<file path="src/design/amcl_pkg.sv">
// Purpose: Constants for the codec link controller.
// Assumes: 32-bit register port, word-aligned byte offsets.
// Notes:   One number, one name; the module imports all of it.

package amcl_pkg;
  // ****************************************
  // Register map
  // ****************************************
  localparam int         ADDR_W       = 6;
  localparam logic [5:0] REG_CTRL     = 6'h00;
  localparam logic [5:0] REG_CMD      = 6'h04;
  localparam logic [5:0] REG_CMD_DATA = 6'h08;
  localparam logic [5:0] REG_STATUS   = 6'h0c;
  localparam logic [5:0] REG_STAT_DAT = 6'h10;
  localparam logic [5:0] REG_PCM_OUT  = 6'h14;
  localparam logic [5:0] REG_MDM_OUT  = 6'h18;
  localparam logic [5:0] REG_PCM_IN   = 6'h1c;
  localparam logic [5:0] REG_MIC_MDM  = 6'h20;
  localparam logic [5:0] REG_GPIO_OUT = 6'h24;
  localparam logic [5:0] REG_GPIO_IN  = 6'h28;

  // ****************************************
  // Fields and reset values
  // ****************************************
  localparam int         CTRL_RELEASE = 0;
  localparam int         CTRL_SHUTOFF = 1;
  localparam int         CTRL_GPIO_IE = 2;
  localparam logic [2:0] CTRL_RST     = 3'h0;
  localparam int         CMD_READ     = 16;
  localparam int         CMD_SEC      = 17;
  localparam int         CMD_MODEM    = 18;
  localparam int         ST_STAT_V    = 0;
  localparam int         ST_CMD_ERR   = 1;
  localparam int         ST_GPIO_CHG  = 2;
  localparam int         ST_WAKE0     = 3;
  localparam int         ST_WAKE1     = 4;
  localparam int         ST_PCM_NEW   = 5;
  localparam int         ST_MIC_NEW   = 6;
  localparam int         ST_MDM_NEW   = 7;

  // ****************************************
  // Link frame layout
  // ****************************************
  localparam logic [3:0] SLOT_LAST    = 4'd12;
  localparam logic [4:0] TAG_TOP      = 5'd15;
  localparam logic [4:0] SLOT_TOP     = 5'd19;
  localparam int         REQ_S3       = 11;
  localparam int         REQ_S4       = 10;
  localparam int         REQ_S5       = 9;
  localparam int         GPIO_INT_BIT = 0;
  localparam logic [4:0] SYNC_BITS    = 5'd16;
  localparam logic [1:0] ID_PRI       = 2'b00;
  localparam logic [1:0] ID_SEC       = 2'b01;

  // ****************************************
  // Codec register ranges
  // ****************************************
  localparam logic [7:0] AUD_LO = 8'h00;
  localparam logic [7:0] AUD_HI = 8'h3a;
  localparam logic [7:0] MDM_LO = 8'h3c;
  localparam logic [7:0] MDM_HI = 8'h58;
  localparam logic [7:0] VND_LO = 8'h5a;
  localparam logic [7:0] VND_HI = 8'h7e;
endpackage : amcl_pkg

</file>
<file path="src/design/amcl_ctrl.sv">
// Purpose: Controller end of a five-signal codec serial link.
// Assumes: Bit clock and serial inputs are synchronous to sys_clk_i.
// Notes:   The bit clock is sampled; its edges become enables.
//
// Our own choices: the placing of the registers and the plain strobed port.

`timescale 1ns/1ps

// Function
// - Audio side reaches codec registers 00h-3Ah and 5Ah-7Eh.
// - Modem side reaches codec registers 3Ch-58h and 5Ah-7Eh.
// - Send 16-bit stereo playback, left slot 3, right slot 4.
// - Take 16-bit stereo capture from input slots 3 and 4.
// - Take 16-bit mono microphone data from input slot 6.
// - Carry 16-bit modem line data both ways in slot 5.
// - Link reset output stays low until software releases it.
// - Sixteen GPIO bits move between slot 12 and registers.
// - Interrupt when slot 12 reports a GPIO input change.
// - Wake signal on either input line raises a wake event, only while the link reset is held.
// - Output slots 3, 4, 5 are sent only when requested.
// - Input slots 3 to 6 taken only when tagged valid.
// - Register accesses go to codec id 00 or 01.
// - Both input lines are ORed together, then taken apart.
// - Frame carries twelve 20-bit slots each way; two codecs max.
// - Data changes on bit clock rise, sampled on fall.
// - Sync is bit clock divided, high for 16 bit clocks.
// - Sync high is the tag phase, sync low the data phase.
// - Either codec on either line; wake kept per line.
// - Shutoff bit turns off every link output buffer.
// - Slot 0: frame valid bit 15, slot tags 14-3, id 1-0.
// - Sync rises on a rise; frame valid bit on next rise.
// - Send MSB first and fill invalid slots with zeros.
// - Optional codec test modes are not supported.
module amcl_ctrl
  import amcl_pkg::*;
(
  input  wire logic              sys_clk_i,
  input  wire logic              reset_i,
  input  wire logic              clk_en_i,
  input  wire logic [ADDR_W-1:0] reg_addr_i,
  input  wire logic [31:0]       reg_wdata_i,
  input  wire logic              reg_wr_i,
  input  wire logic              reg_rd_i,
  output logic      [31:0]       reg_rdata_o,
  input  wire logic              serial_bit_clock_i,
  input  wire logic              serial_in_line0_i,
  input  wire logic              serial_in_line1_i,
  output logic                   serial_out_line_o,
  output logic                   serial_out_line_oe_o,
  output logic                   frame_sync_o,
  output logic                   frame_sync_oe_o,
  output logic                   codec_link_reset_out_n_o,
  output logic                   codec_link_reset_out_n_oe_o,
  output logic                   gpio_irq_o,
  output logic                   wake_event_o
);

  // ****************************************
  // State
  // ****************************************
  logic [2:0]  ctrl_ff;
  logic [18:0] cmd_ff;
  logic [15:0] cmd_data_ff;
  logic        cmd_pend_ff;
  logic        busy_ff;
  logic [15:0] pcm_l_ff;
  logic [15:0] pcm_r_ff;
  logic        pcm_pend_ff;
  logic [15:0] mdm_out_ff;
  logic        mdm_pend_ff;
  logic [15:0] gpio_out_ff;
  logic        gpio_on_ff;
  logic [7:0]  sticky_ff;
  logic [7:0]  stat_addr_ff;
  logic [15:0] stat_data_ff;
  logic [15:0] pcm_in_l_ff;
  logic [15:0] pcm_in_r_ff;
  logic [15:0] mic_in_ff;
  logic [15:0] mdm_in_ff;
  logic [15:0] gpio_in_ff;
  logic [31:0] rdata_ff;
  logic        bclk_q_ff;
  logic [3:0]  slot_ff;
  logic [4:0]  idx_ff;
  logic [3:0]  lslot_ff;
  logic [4:0]  lidx_ff;
  logic        sync_ff;
  logic        sdout_ff;
  logic [15:0] snap_tag_ff;
  logic [19:0] snap_s1_ff;
  logic [15:0] snap_s2_ff;
  logic [15:0] snap_l_ff;
  logic [15:0] snap_r_ff;
  logic [15:0] snap_m_ff;
  logic [15:0] snap_g_ff;
  logic [2:0]  slot_request_bits_n_ff;
  logic [18:0] rx_sh_ff;
  logic [15:0] rx_tag_ff;

  // ****************************************
  // Register port decode
  // ****************************************
  wire release_w = ctrl_ff[CTRL_RELEASE];
  wire shutoff_w = ctrl_ff[CTRL_SHUTOFF];
  wire wr_ctrl   = reg_wr_i && (reg_addr_i == REG_CTRL);
  wire wr_cmd    = reg_wr_i && (reg_addr_i == REG_CMD);
  wire wr_cdat   = reg_wr_i && (reg_addr_i == REG_CMD_DATA);
  wire wr_stat   = reg_wr_i && (reg_addr_i == REG_STATUS);
  wire wr_pcm    = reg_wr_i && (reg_addr_i == REG_PCM_OUT);
  wire wr_mdm    = reg_wr_i && (reg_addr_i == REG_MDM_OUT);
  wire wr_gpio   = reg_wr_i && (reg_addr_i == REG_GPIO_OUT);
  wire [7:0] new_addr = {reg_wdata_i[7:1], 1'b0};

  wire aud_ok = (new_addr <= AUD_HI) ||
                (new_addr >= VND_LO && new_addr <= VND_HI);
  wire mdm_ok = (new_addr >= MDM_LO && new_addr <= MDM_HI) ||
                (new_addr >= VND_LO && new_addr <= VND_HI);
  wire cmd_ok = reg_wdata_i[CMD_MODEM] ? mdm_ok : aud_ok;
  wire cmd_accept = wr_cmd && !busy_ff && cmd_ok;
  wire cmd_err    = wr_cmd && !(cmd_accept);

  wire [31:0] status_w = {21'h0, mdm_pend_ff, pcm_pend_ff,
                          busy_ff, sticky_ff};
  wire [31:0] rd_mux =
    (reg_addr_i == REG_CTRL)     ? {29'h0, ctrl_ff} :
    (reg_addr_i == REG_CMD)      ? {13'h0, cmd_ff} :
    (reg_addr_i == REG_CMD_DATA) ? {16'h0, cmd_data_ff} :
    (reg_addr_i == REG_STATUS)   ? status_w :
    (reg_addr_i == REG_STAT_DAT) ? {8'h0, stat_addr_ff, stat_data_ff} :
    (reg_addr_i == REG_PCM_OUT)  ? {pcm_r_ff, pcm_l_ff} :
    (reg_addr_i == REG_MDM_OUT)  ? {16'h0, mdm_out_ff} :
    (reg_addr_i == REG_PCM_IN)   ? {pcm_in_r_ff, pcm_in_l_ff} :
    (reg_addr_i == REG_MIC_MDM)  ? {mdm_in_ff, mic_in_ff} :
    (reg_addr_i == REG_GPIO_OUT) ? {16'h0, gpio_out_ff} :
    (reg_addr_i == REG_GPIO_IN)  ? {16'h0, gpio_in_ff} : 32'h0;

  // ****************************************
  // Link timing
  // ****************************************
  // external bit clock
  wire bclk_rise = serial_bit_clock_i && !bclk_q_ff && release_w;
  wire bclk_fall = !serial_bit_clock_i && bclk_q_ff && release_w;
  wire last_bit  = (idx_ff == 5'd0);
  wire [3:0] nxt_slot = !last_bit ? slot_ff :
                        (slot_ff == SLOT_LAST) ? 4'd0 : slot_ff + 4'd1;
  wire [4:0] nxt_idx  = !last_bit ? idx_ff - 5'd1 :
                        (nxt_slot == 4'd0) ? TAG_TOP : SLOT_TOP;
  wire snap_take = bclk_rise && (slot_ff == SLOT_LAST) && last_bit;

  wire send3 = pcm_pend_ff && !slot_request_bits_n_ff[2];
  wire send4 = pcm_pend_ff && !slot_request_bits_n_ff[1];
  wire send5 = mdm_pend_ff && !slot_request_bits_n_ff[0];
  wire send1 = cmd_pend_ff;
  wire send2 = cmd_pend_ff && !cmd_ff[CMD_READ];
  wire [11:0] tag_slots = {send1, send2, send3, send4, send5,
                           6'h0, gpio_on_ff};
  wire [1:0]  cmd_id  = cmd_ff[CMD_SEC] ? ID_SEC : ID_PRI;
  wire [15:0] nxt_tag = {|tag_slots, tag_slots, 1'b0, cmd_id};

  wire [19:0] tx_word =
    (slot_ff == 4'd0) ? {4'h0, snap_tag_ff} :
    (slot_ff == 4'd1) ? snap_s1_ff :
    (slot_ff == 4'd2) ? {snap_s2_ff, 4'h0} :
    (slot_ff == 4'd3) ? {snap_l_ff, 4'h0} :
    (slot_ff == 4'd4) ? {snap_r_ff, 4'h0} :
    (slot_ff == 4'd5) ? {snap_m_ff, 4'h0} :
    (slot_ff == SLOT_LAST) ? {snap_g_ff, 4'h0} : 20'h0;

  // ****************************************
  // Receive path
  // ****************************************
  // lines merged
  wire        rx_bit  = serial_in_line0_i | serial_in_line1_i;
  wire        rx_done = bclk_fall && (lidx_ff == 5'd0);
  wire [19:0] rx_word = {rx_sh_ff, rx_bit};
  wire [3:0]  tag_pos = 4'd15 - lslot_ff;
  wire rx_ok   = rx_done && (lslot_ff != 4'd0) && rx_tag_ff[tag_pos];
  wire rx_s3   = rx_ok && (lslot_ff == 4'd3);
  wire rx_s4   = rx_ok && (lslot_ff == 4'd4);
  wire rx_s5   = rx_ok && (lslot_ff == 4'd5);
  wire rx_s6   = rx_ok && (lslot_ff == 4'd6);
  wire rx_s12  = rx_ok && (lslot_ff == SLOT_LAST);
  wire rx_req  = rx_done && (lslot_ff == 4'd1) && rx_tag_ff[15];
  wire rx_s1   = rx_done && (lslot_ff == 4'd1) && rx_tag_ff[14];
  wire stat_take = rx_done && (lslot_ff == 4'd2) && rx_tag_ff[13] &&
                   busy_ff && cmd_ff[CMD_READ] && !cmd_pend_ff;
  wire wake0 = !release_w && serial_in_line0_i;
  wire wake1 = !release_w && serial_in_line1_i;
  wire gpio_chg = rx_s12 && rx_word[GPIO_INT_BIT];

  wire [7:0] st_set = {rx_s5, rx_s6, rx_s4, wake1, wake0,
                       gpio_chg, cmd_err, stat_take};
  wire [7:0] st_clr = wr_stat ? reg_wdata_i[7:0] : 8'h0;
  wire [7:0] nxt_sticky = st_set | (sticky_ff & ~st_clr);

  wire nxt_cmd_pend = cmd_accept || (cmd_pend_ff && !snap_take);
  wire nxt_busy = cmd_accept ||
                  (busy_ff && !(snap_take && send2) && !stat_take);
  wire nxt_pcm_pend = wr_pcm || (pcm_pend_ff && !(snap_take && send3));
  wire nxt_mdm_pend = wr_mdm || (mdm_pend_ff && !(snap_take && send5));
  wire nxt_gpio_on  = release_w && (wr_gpio || gpio_on_ff);

  // ****************************************
  // Register file
  // ****************************************
  always_ff @(posedge sys_clk_i) begin
    if (reset_i) begin
      ctrl_ff     <= CTRL_RST;
      cmd_ff      <= 19'h0;
      cmd_data_ff <= 16'h0;
      pcm_l_ff    <= 16'h0;
      pcm_r_ff    <= 16'h0;
      mdm_out_ff  <= 16'h0;
      gpio_out_ff <= 16'h0;
      rdata_ff    <= 32'h0;
    end else if (clk_en_i) begin
      if (wr_ctrl) ctrl_ff <= reg_wdata_i[2:0];
      if (cmd_accept) cmd_ff <= {reg_wdata_i[18:8], new_addr};
      if (wr_cdat && !busy_ff) cmd_data_ff <= reg_wdata_i[15:0];
      if (wr_pcm) pcm_l_ff <= reg_wdata_i[15:0];
      if (wr_pcm) pcm_r_ff <= reg_wdata_i[31:16];
      if (wr_mdm) mdm_out_ff <= reg_wdata_i[15:0];
      if (wr_gpio) gpio_out_ff <= reg_wdata_i[15:0];
      rdata_ff <= reg_rd_i ? rd_mux : 32'h0;
    end
  end

  always_ff @(posedge sys_clk_i) begin
    if (reset_i) begin
      cmd_pend_ff <= 1'b0;
      busy_ff     <= 1'b0;
      pcm_pend_ff <= 1'b0;
      mdm_pend_ff <= 1'b0;
      gpio_on_ff  <= 1'b0;
      sticky_ff   <= 8'h0;
    end else if (clk_en_i) begin
      cmd_pend_ff <= nxt_cmd_pend;
      busy_ff     <= nxt_busy;
      pcm_pend_ff <= nxt_pcm_pend;
      mdm_pend_ff <= nxt_mdm_pend;
      gpio_on_ff  <= nxt_gpio_on;
      sticky_ff   <= nxt_sticky;
    end
  end

  // ****************************************
  // Frame transmit
  // ****************************************
  always_ff @(posedge sys_clk_i) begin
    if (reset_i) begin
      bclk_q_ff <= 1'b0;
      slot_ff   <= SLOT_LAST;
      idx_ff    <= 5'd0;
      lslot_ff  <= SLOT_LAST;
      lidx_ff   <= 5'd0;
      sync_ff   <= 1'b0;
      sdout_ff  <= 1'b0;
    end else if (clk_en_i) begin
      bclk_q_ff <= serial_bit_clock_i;
      if (!release_w) begin
        slot_ff  <= SLOT_LAST;
        idx_ff   <= 5'd0;
        sync_ff  <= 1'b0;
        sdout_ff <= 1'b0;
      end else if (bclk_rise) begin
        slot_ff  <= nxt_slot;
        idx_ff   <= nxt_idx;
        lslot_ff <= slot_ff;
        lidx_ff  <= idx_ff;
        sync_ff  <= (nxt_slot == 4'd0);
        sdout_ff <= tx_word[idx_ff];
      end
    end
  end

  always_ff @(posedge sys_clk_i) begin
    if (reset_i) begin
      snap_tag_ff <= 16'h0;
      snap_s1_ff  <= 20'h0;
      snap_s2_ff  <= 16'h0;
      snap_l_ff   <= 16'h0;
      snap_r_ff   <= 16'h0;
      snap_m_ff   <= 16'h0;
      snap_g_ff   <= 16'h0;
    end else if (clk_en_i && snap_take) begin
      snap_tag_ff <= nxt_tag;
      snap_s1_ff  <= send1 ? {cmd_ff[CMD_READ], cmd_ff[7:1], 12'h0}
                           : 20'h0;
      snap_s2_ff  <= send2 ? cmd_data_ff : 16'h0;
      snap_l_ff   <= send3 ? pcm_l_ff : 16'h0;
      snap_r_ff   <= send4 ? pcm_r_ff : 16'h0;
      snap_m_ff   <= send5 ? mdm_out_ff : 16'h0;
      snap_g_ff   <= gpio_on_ff ? gpio_out_ff : 16'h0;
    end
  end

  // ****************************************
  // Frame receive
  // ****************************************
  always_ff @(posedge sys_clk_i) begin
    if (reset_i) begin
      rx_sh_ff     <= 19'h0;
      rx_tag_ff    <= 16'h0;
      slot_request_bits_n_ff <= 3'h7;
    end else if (clk_en_i && bclk_fall) begin
      rx_sh_ff <= rx_word[18:0];
      if (rx_done && lslot_ff == 4'd0) rx_tag_ff <= rx_word[15:0];
      if (rx_req) begin
        slot_request_bits_n_ff <= {rx_word[REQ_S3], rx_word[REQ_S4],
                         rx_word[REQ_S5]};
      end
    end
  end

  always_ff @(posedge sys_clk_i) begin
    if (reset_i) begin
      stat_addr_ff <= 8'h0;
      stat_data_ff <= 16'h0;
      pcm_in_l_ff  <= 16'h0;
      pcm_in_r_ff  <= 16'h0;
      mic_in_ff    <= 16'h0;
      mdm_in_ff    <= 16'h0;
      gpio_in_ff   <= 16'h0;
    end else if (clk_en_i) begin
      if (rx_s1) stat_addr_ff <= {rx_word[18:12], 1'b0};
      if (stat_take) stat_data_ff <= rx_word[19:4];
      if (rx_s3) pcm_in_l_ff <= rx_word[19:4];
      if (rx_s4) pcm_in_r_ff <= rx_word[19:4];
      if (rx_s6) mic_in_ff <= rx_word[19:4];
      if (rx_s5) mdm_in_ff <= rx_word[19:4];
      if (rx_s12) gpio_in_ff <= rx_word[19:4];
    end
  end

  // ****************************************
  // Outputs
  // ****************************************
  // Shutoff only floats the pins; internal state keeps running.
  assign reg_rdata_o                 = rdata_ff;
  assign serial_out_line_o           = sdout_ff;
  assign frame_sync_o                = sync_ff;
  assign codec_link_reset_out_n_o    = release_w;
  assign serial_out_line_oe_o        = !shutoff_w;
  assign frame_sync_oe_o             = !shutoff_w;
  assign codec_link_reset_out_n_oe_o = !shutoff_w;
  assign gpio_irq_o = sticky_ff[ST_GPIO_CHG] && ctrl_ff[CTRL_GPIO_IE];
  assign wake_event_o = sticky_ff[ST_WAKE0] || sticky_ff[ST_WAKE1];

  // ****************************************
  // Checks
  // ****************************************
  logic [4:0] hi_cnt_ff;
  always_ff @(posedge sys_clk_i) begin
    if (reset_i) begin
      hi_cnt_ff <= 5'd0;
    end else if (clk_en_i) begin
      if (bclk_rise && sync_ff) hi_cnt_ff <= hi_cnt_ff + 5'd1;
      else if (!sync_ff) hi_cnt_ff <= 5'd0;
    end
  end
endmodule : amcl_ctrl

</file>
<file path="config.mk">
export PLATFORM = sky130hd
export DESIGN_NAME = amcl_ctrl
export DESIGN_NICKNAME = d
export VERILOG_FILES = /design/src/design/amcl_pkg.sv /design/src/design/amcl_ctrl.sv
export SDC_FILE = /design/constraint.sdc
export NUM_CORES = 1
export LEC_CHECK = 0
export BUFFER_PORTS_ARGS = -buffer_cell sky130_fd_sc_hd__buf_2
export CAP_MARGIN = 20
export CORE_ASPECT_RATIO = 1.25
export CORE_MARGIN = 4
export CORE_UTILIZATION = 55
export CTS_BUF_LIST = sky130_fd_sc_hd__clkbuf_4 sky130_fd_sc_hd__clkbuf_8
export DETAILED_ROUTE_END_ITERATION = 10
export HOLD_SLACK_MARGIN = 0.08
export PLACE_DENSITY = 0.79
export SYNTH_ARGS = -nofsm -noshare
export SYNTH_HDL_FRONTEND = slang
export SYNTH_SLANG_ARGS = --single-unit
</file>
<file path="constraint.sdc">
create_clock -name sys_clk_i -period 2.35 [get_ports sys_clk_i]
set_clock_uncertainty 0.2 [all_clocks]
set_input_delay 0.3525 -clock sys_clk_i [delete_from_list [all_inputs] [get_ports sys_clk_i]]
set_output_delay 0.3525 -clock sys_clk_i [all_outputs]
set_load 0.01 [all_outputs]
</file>
==> qor.yml <==
critical_path:
  endpoint_kind: "flip-flop"
  crit_path_max_incr_delay_ps: 460
  r2r_cells: 8
  critical_path_class: "reg2reg"
  crit-reg2reg-launch: "idx_ff[1]"
  slowest_stage: "or4b_4"
  crit_fanout: 8
  worstPathRequired_ps: 2710
  path_cells: "inv_2 > ha_4 > or4b_4 > buf_8 > or3_4 > a21oi_4 > a21oi_2 > o31ai_2"
  critPathLaunch: "idx_ff[1]"
  cp-endpoint: "idx_ff[3]"
  r2r-end: "idx_ff[3]"
  rrSetupSlack_ps: -30
  critPathLaunchType: "flip-flop"
  cp.arrival_ps: 2740
pwr:
  p_int_mw: 10.5
  clkPwrFrac_pct: 46.0
  p_sw_mw: 3.15
  ir_worst_vdd_uv: 505
  swShare_pct: 23.1
  p_leak_nw: 7.99
  seqPwrFrac_pct: 49.6
  p_comb_share_pct: 4.4
  power_density_nw_per_um2: 632
logic_synthesis:
  syn_avg_cell_area_sq_um: 8.34
  synthCells: 2066
  synth_top_family_by_area: "simple AND/OR/NAND/NOR gates"
  synthXorXnorAreaFrac_pct: 0.0508
  synth_fp_nets: 2117
  synth_cell_type_count: 77
  synth-main-ff-cell: "dfxtp_1"
  synthMuxAreaShare_pct: 9.63
  synth_edf_count: 0
  syn_area_sq_um: 17200
  synth-seq-cells: 397
  seq_area_frac_synth_pct: 46.1
  synthAdderAreaFrac_pct: 0.363
  synth_compound_area_share_pct: 18.8
  ys_warn_count: 0
  async_flop_share_pct: 0
  synthSimpleGateAreaFrac_pct: 20.4
floorplanning:
  dieHeight_microns: 206
  dieArea_sq_um: 34200
  start_util_pct: 55.7
  ioPinCount: 86
  die_w_microns: 166
  row_count: 72
  core_sq_um: 30900
sta:
  worst-slew-pin-transition_ps: 808
  drv_slew: 0
  worst_slack_ps: -31.5
  grt_setup_unrepaired: "yes"
  setup_viol: 12
  hold_violations: 0
  max_freq_ghz: 0.420
  maxSlewHeadroom_pct: 46.1
  final.period_utilization_pct: 101
  fin_hold_ws_ps: 124
  period_minus_slack_ps: 2380
cts:
  cts_made_buffers: 59
  htreeDepth: 2
  cts.sinks: 397
  insertion_delay_ps: 650
  cts_root_buffer: "clkbuf_8"
  cts.clk_slew.worst_paths_ps: 70
  cts_tree: "yes"
  clockBufferDepth: 3
layout:
  largest_reg_flops: 32
  syn_to_final_growth_pct: 25.1
  layout.cells.non_filler: 2724
  fillers: 2370
  drive_gt1_share_pct: 21.7
  final_area_sq_um: 21500
  post-route-util_pct: 69.7
  fin_nets: 2316
placement:
  numPortBuffers: 85
  dp_hpwl_mm: 43.7
  placed_area_sq_um: 19100
  routabilityCongestion: 1.01
  place_inst: 2550
detailed_routing:
  drt-initial-drc-count: 2316
  wire_per_inst_microns: 24.2
  dr.pass1.iters: 9
  post_drt_via_cell_ratio: 6.31
  antenna_left: 0
  vias: 17200
  route.detailed.drc: 0
  drt_wl_total_mm: 65.8
grt:
  track_usage_pct: 35.5
  grt_pass1_wl_mm: 95.1
  grt_max_degree: 158
  antenna_found_initial: 2
  grt_pass1_vias: 16100
  grt-ovfl-total: 0
worst_hold_path:
  min_path_type: "in2reg"
  hold_depth: 5
  min_from: "clk_en_i"
job:
  drv_cap: 0
run_status:
  outcome: "complete, but fails checks"
  violations: "setup timing"
[cells in the final DEF, fill, tap and decap left out, types with 6 or more instances in the layout]
cell type      instances
o22ai_1               10
a211oi_1               6
buf_2                 84
nand2_1              378
inv_1                  6
nand2b_1               9
nor2_1               249
a22oi_1               73
buf_4                141
clkbuf_8              75
a31oi_1                6
clkbuf_16              6
dfxtp_1              390
clkbuf_4              28
buf_6                 11
nand3b_1              10
a22o_1                 7
and3_1                 6
nor2b_1               15
o21ai_1                7
a21oi_1              238
a22oi_2               20
a21o_1                 6
mux2i_1              141
mux2_2                17
a2111oi_0              6
o2bb2ai_1              8
dfxtp_2                6
a221oi_1              19
o21ai_0               36
nor3_2                 8
buf_12                29
dlygate4sd3_1         41
nand3_1               47
nor3_1                 9
a222oi_1               6
[cell type report]
type	count	area (sq um)	area share, %
clock inverters	8	96.3	0.447
diodes	3	7.51	0.0348
clock buffers	102	1230	5.73
inverters	12	52.6	0.244
flip-flops and latches	397	7960	36.9
repair buffers	316	2810	13.0
well taps	407	509	2.36
multi-input cells	1479	8870	41.2
[per-stage QoR]
step | power (mW) | TNS, ps | setup slack [ps]
global placement | 7.40 | -7860 | -208
floorplan | 7.15 | 0 | 12.0
global route | 13.9 | -3660 | -144
finish | 13.6 | -169 | -31.5
CTS | 13.6 | 0 | 8.54
detailed placement | 7.41 | -12400 | -191
[Yosys cell counts, types with 5 or more instances]
| cell type | count | area (sq um) |
|---|---|---|
| and3_1 | 7 | 43.8 |
| o2bb2ai_1 | 8 | 70.1 |
| buf_2 | 31 | 155 |
| nor3_1 | 12 | 60.1 |
| nor3b_1 | 5 | 37.5 |
| a222oi_1 | 6 | 60.1 |
| a22o_1 | 7 | 61.3 |
| nor3_2 | 6 | 60.1 |
| buf_4 | 7 | 52.6 |
| o21ai_0 | 41 | 205 |
| o22ai_1 | 10 | 62.6 |
| o221ai_1 | 5 | 43.8 |
| nor2_1 | 253 | 950 |
| inv_1 | 9 | 33.8 |
| a22oi_1 | 93 | 698 |
| nand4_1 | 5 | 31.3 |
| nand2_1 | 380 | 1430 |
| a21oi_1 | 243 | 1220 |
| dfxtp_1 | 397 | 7950 |
| a211o_1 | 5 | 43.8 |
| a211oi_1 | 9 | 67.6 |
| ha_1 | 5 | 62.6 |
| mux2i_1 | 142 | 1420 |
| o31ai_1 | 6 | 45.0 |
| nand3_1 | 47 | 235 |
| nand2b_1 | 10 | 62.6 |
| nand3b_1 | 10 | 75.1 |
| mux2_2 | 17 | 191 |
| nor2b_1 | 18 | 113 |
| a221oi_1 | 19 | 166 |
| a2111oi_0 | 8 | 70.1 |
| a21o_1 | 6 | 45.0 |
| nor4_1 | 6 | 37.5 |
| a31oi_1 | 6 | 37.5 |
| clkbuf_1 | 134 | 503 |
[worst min path at each step]
stage / endpoint
2_1_floorplan: snap_g_ff[12]
3_3_place_gp: rx_sh_ff[2]
3_5_place_dp: snap_m_ff[2]
4_1_cts: idx_ff[1]
5_1_grt: frame_sync_o
6_report: idx_ff[1]
[worst max-delay path: cells and delay by family, from the launching register on]
kind	cells	cell delay (ps)
and+or+nand+nor	2	850
buffers and inverters	2	230
DFF	1	320
AOI/OAI and AO/OA	3	540
adders and majority gates	1	140
[timing repair]
item	CTS	global route
endpoints found under the hold margin	126	0
hold buffers	41	0
buffers inserted	0	13
cloned	0	8
pin swaps	3	33
endpoints found under the setup margin	61	147
gates resized for setup	13	94
[cells by family after synthesis]
family | after synthesis
buffers and inverters | 190
AOI/OAI and AO/OA | 513
muxes | 161
adders and majority gates | 5
xor gates and xnor gates | 1
and+or+nand+nor | 799
DFF | 397
[per-layer routing]
layer / track usage, % / wire length [microns] / vias to the layer above / share of wire (%)
li1: - / - / 7650 / -
met1: 46.2 / 24600 / 8172 / 37
met2: 54.7 / 29200 / 1109 / 44
met3: 6.72 / 6900 / 264 / 10
met4: 22.4 / 5120 / 2 / 7.8
met5: 0 / 13 / - / 0.020
[power by group through the flow]
stage          Combinational (mW)  Clock [mW]  Sequential [mW]
6_report                    0.599        6.26             6.75
4_1_cts                     0.564        6.24             6.75
2_1_floorplan               0.254           0             6.89
5_1_grt                     0.621        6.55             6.75
3_3_place_gp                0.504           0             6.90
3_5_place_dp                0.507           0             6.90
Note: power is estimated with default switching activity, not from simulation.
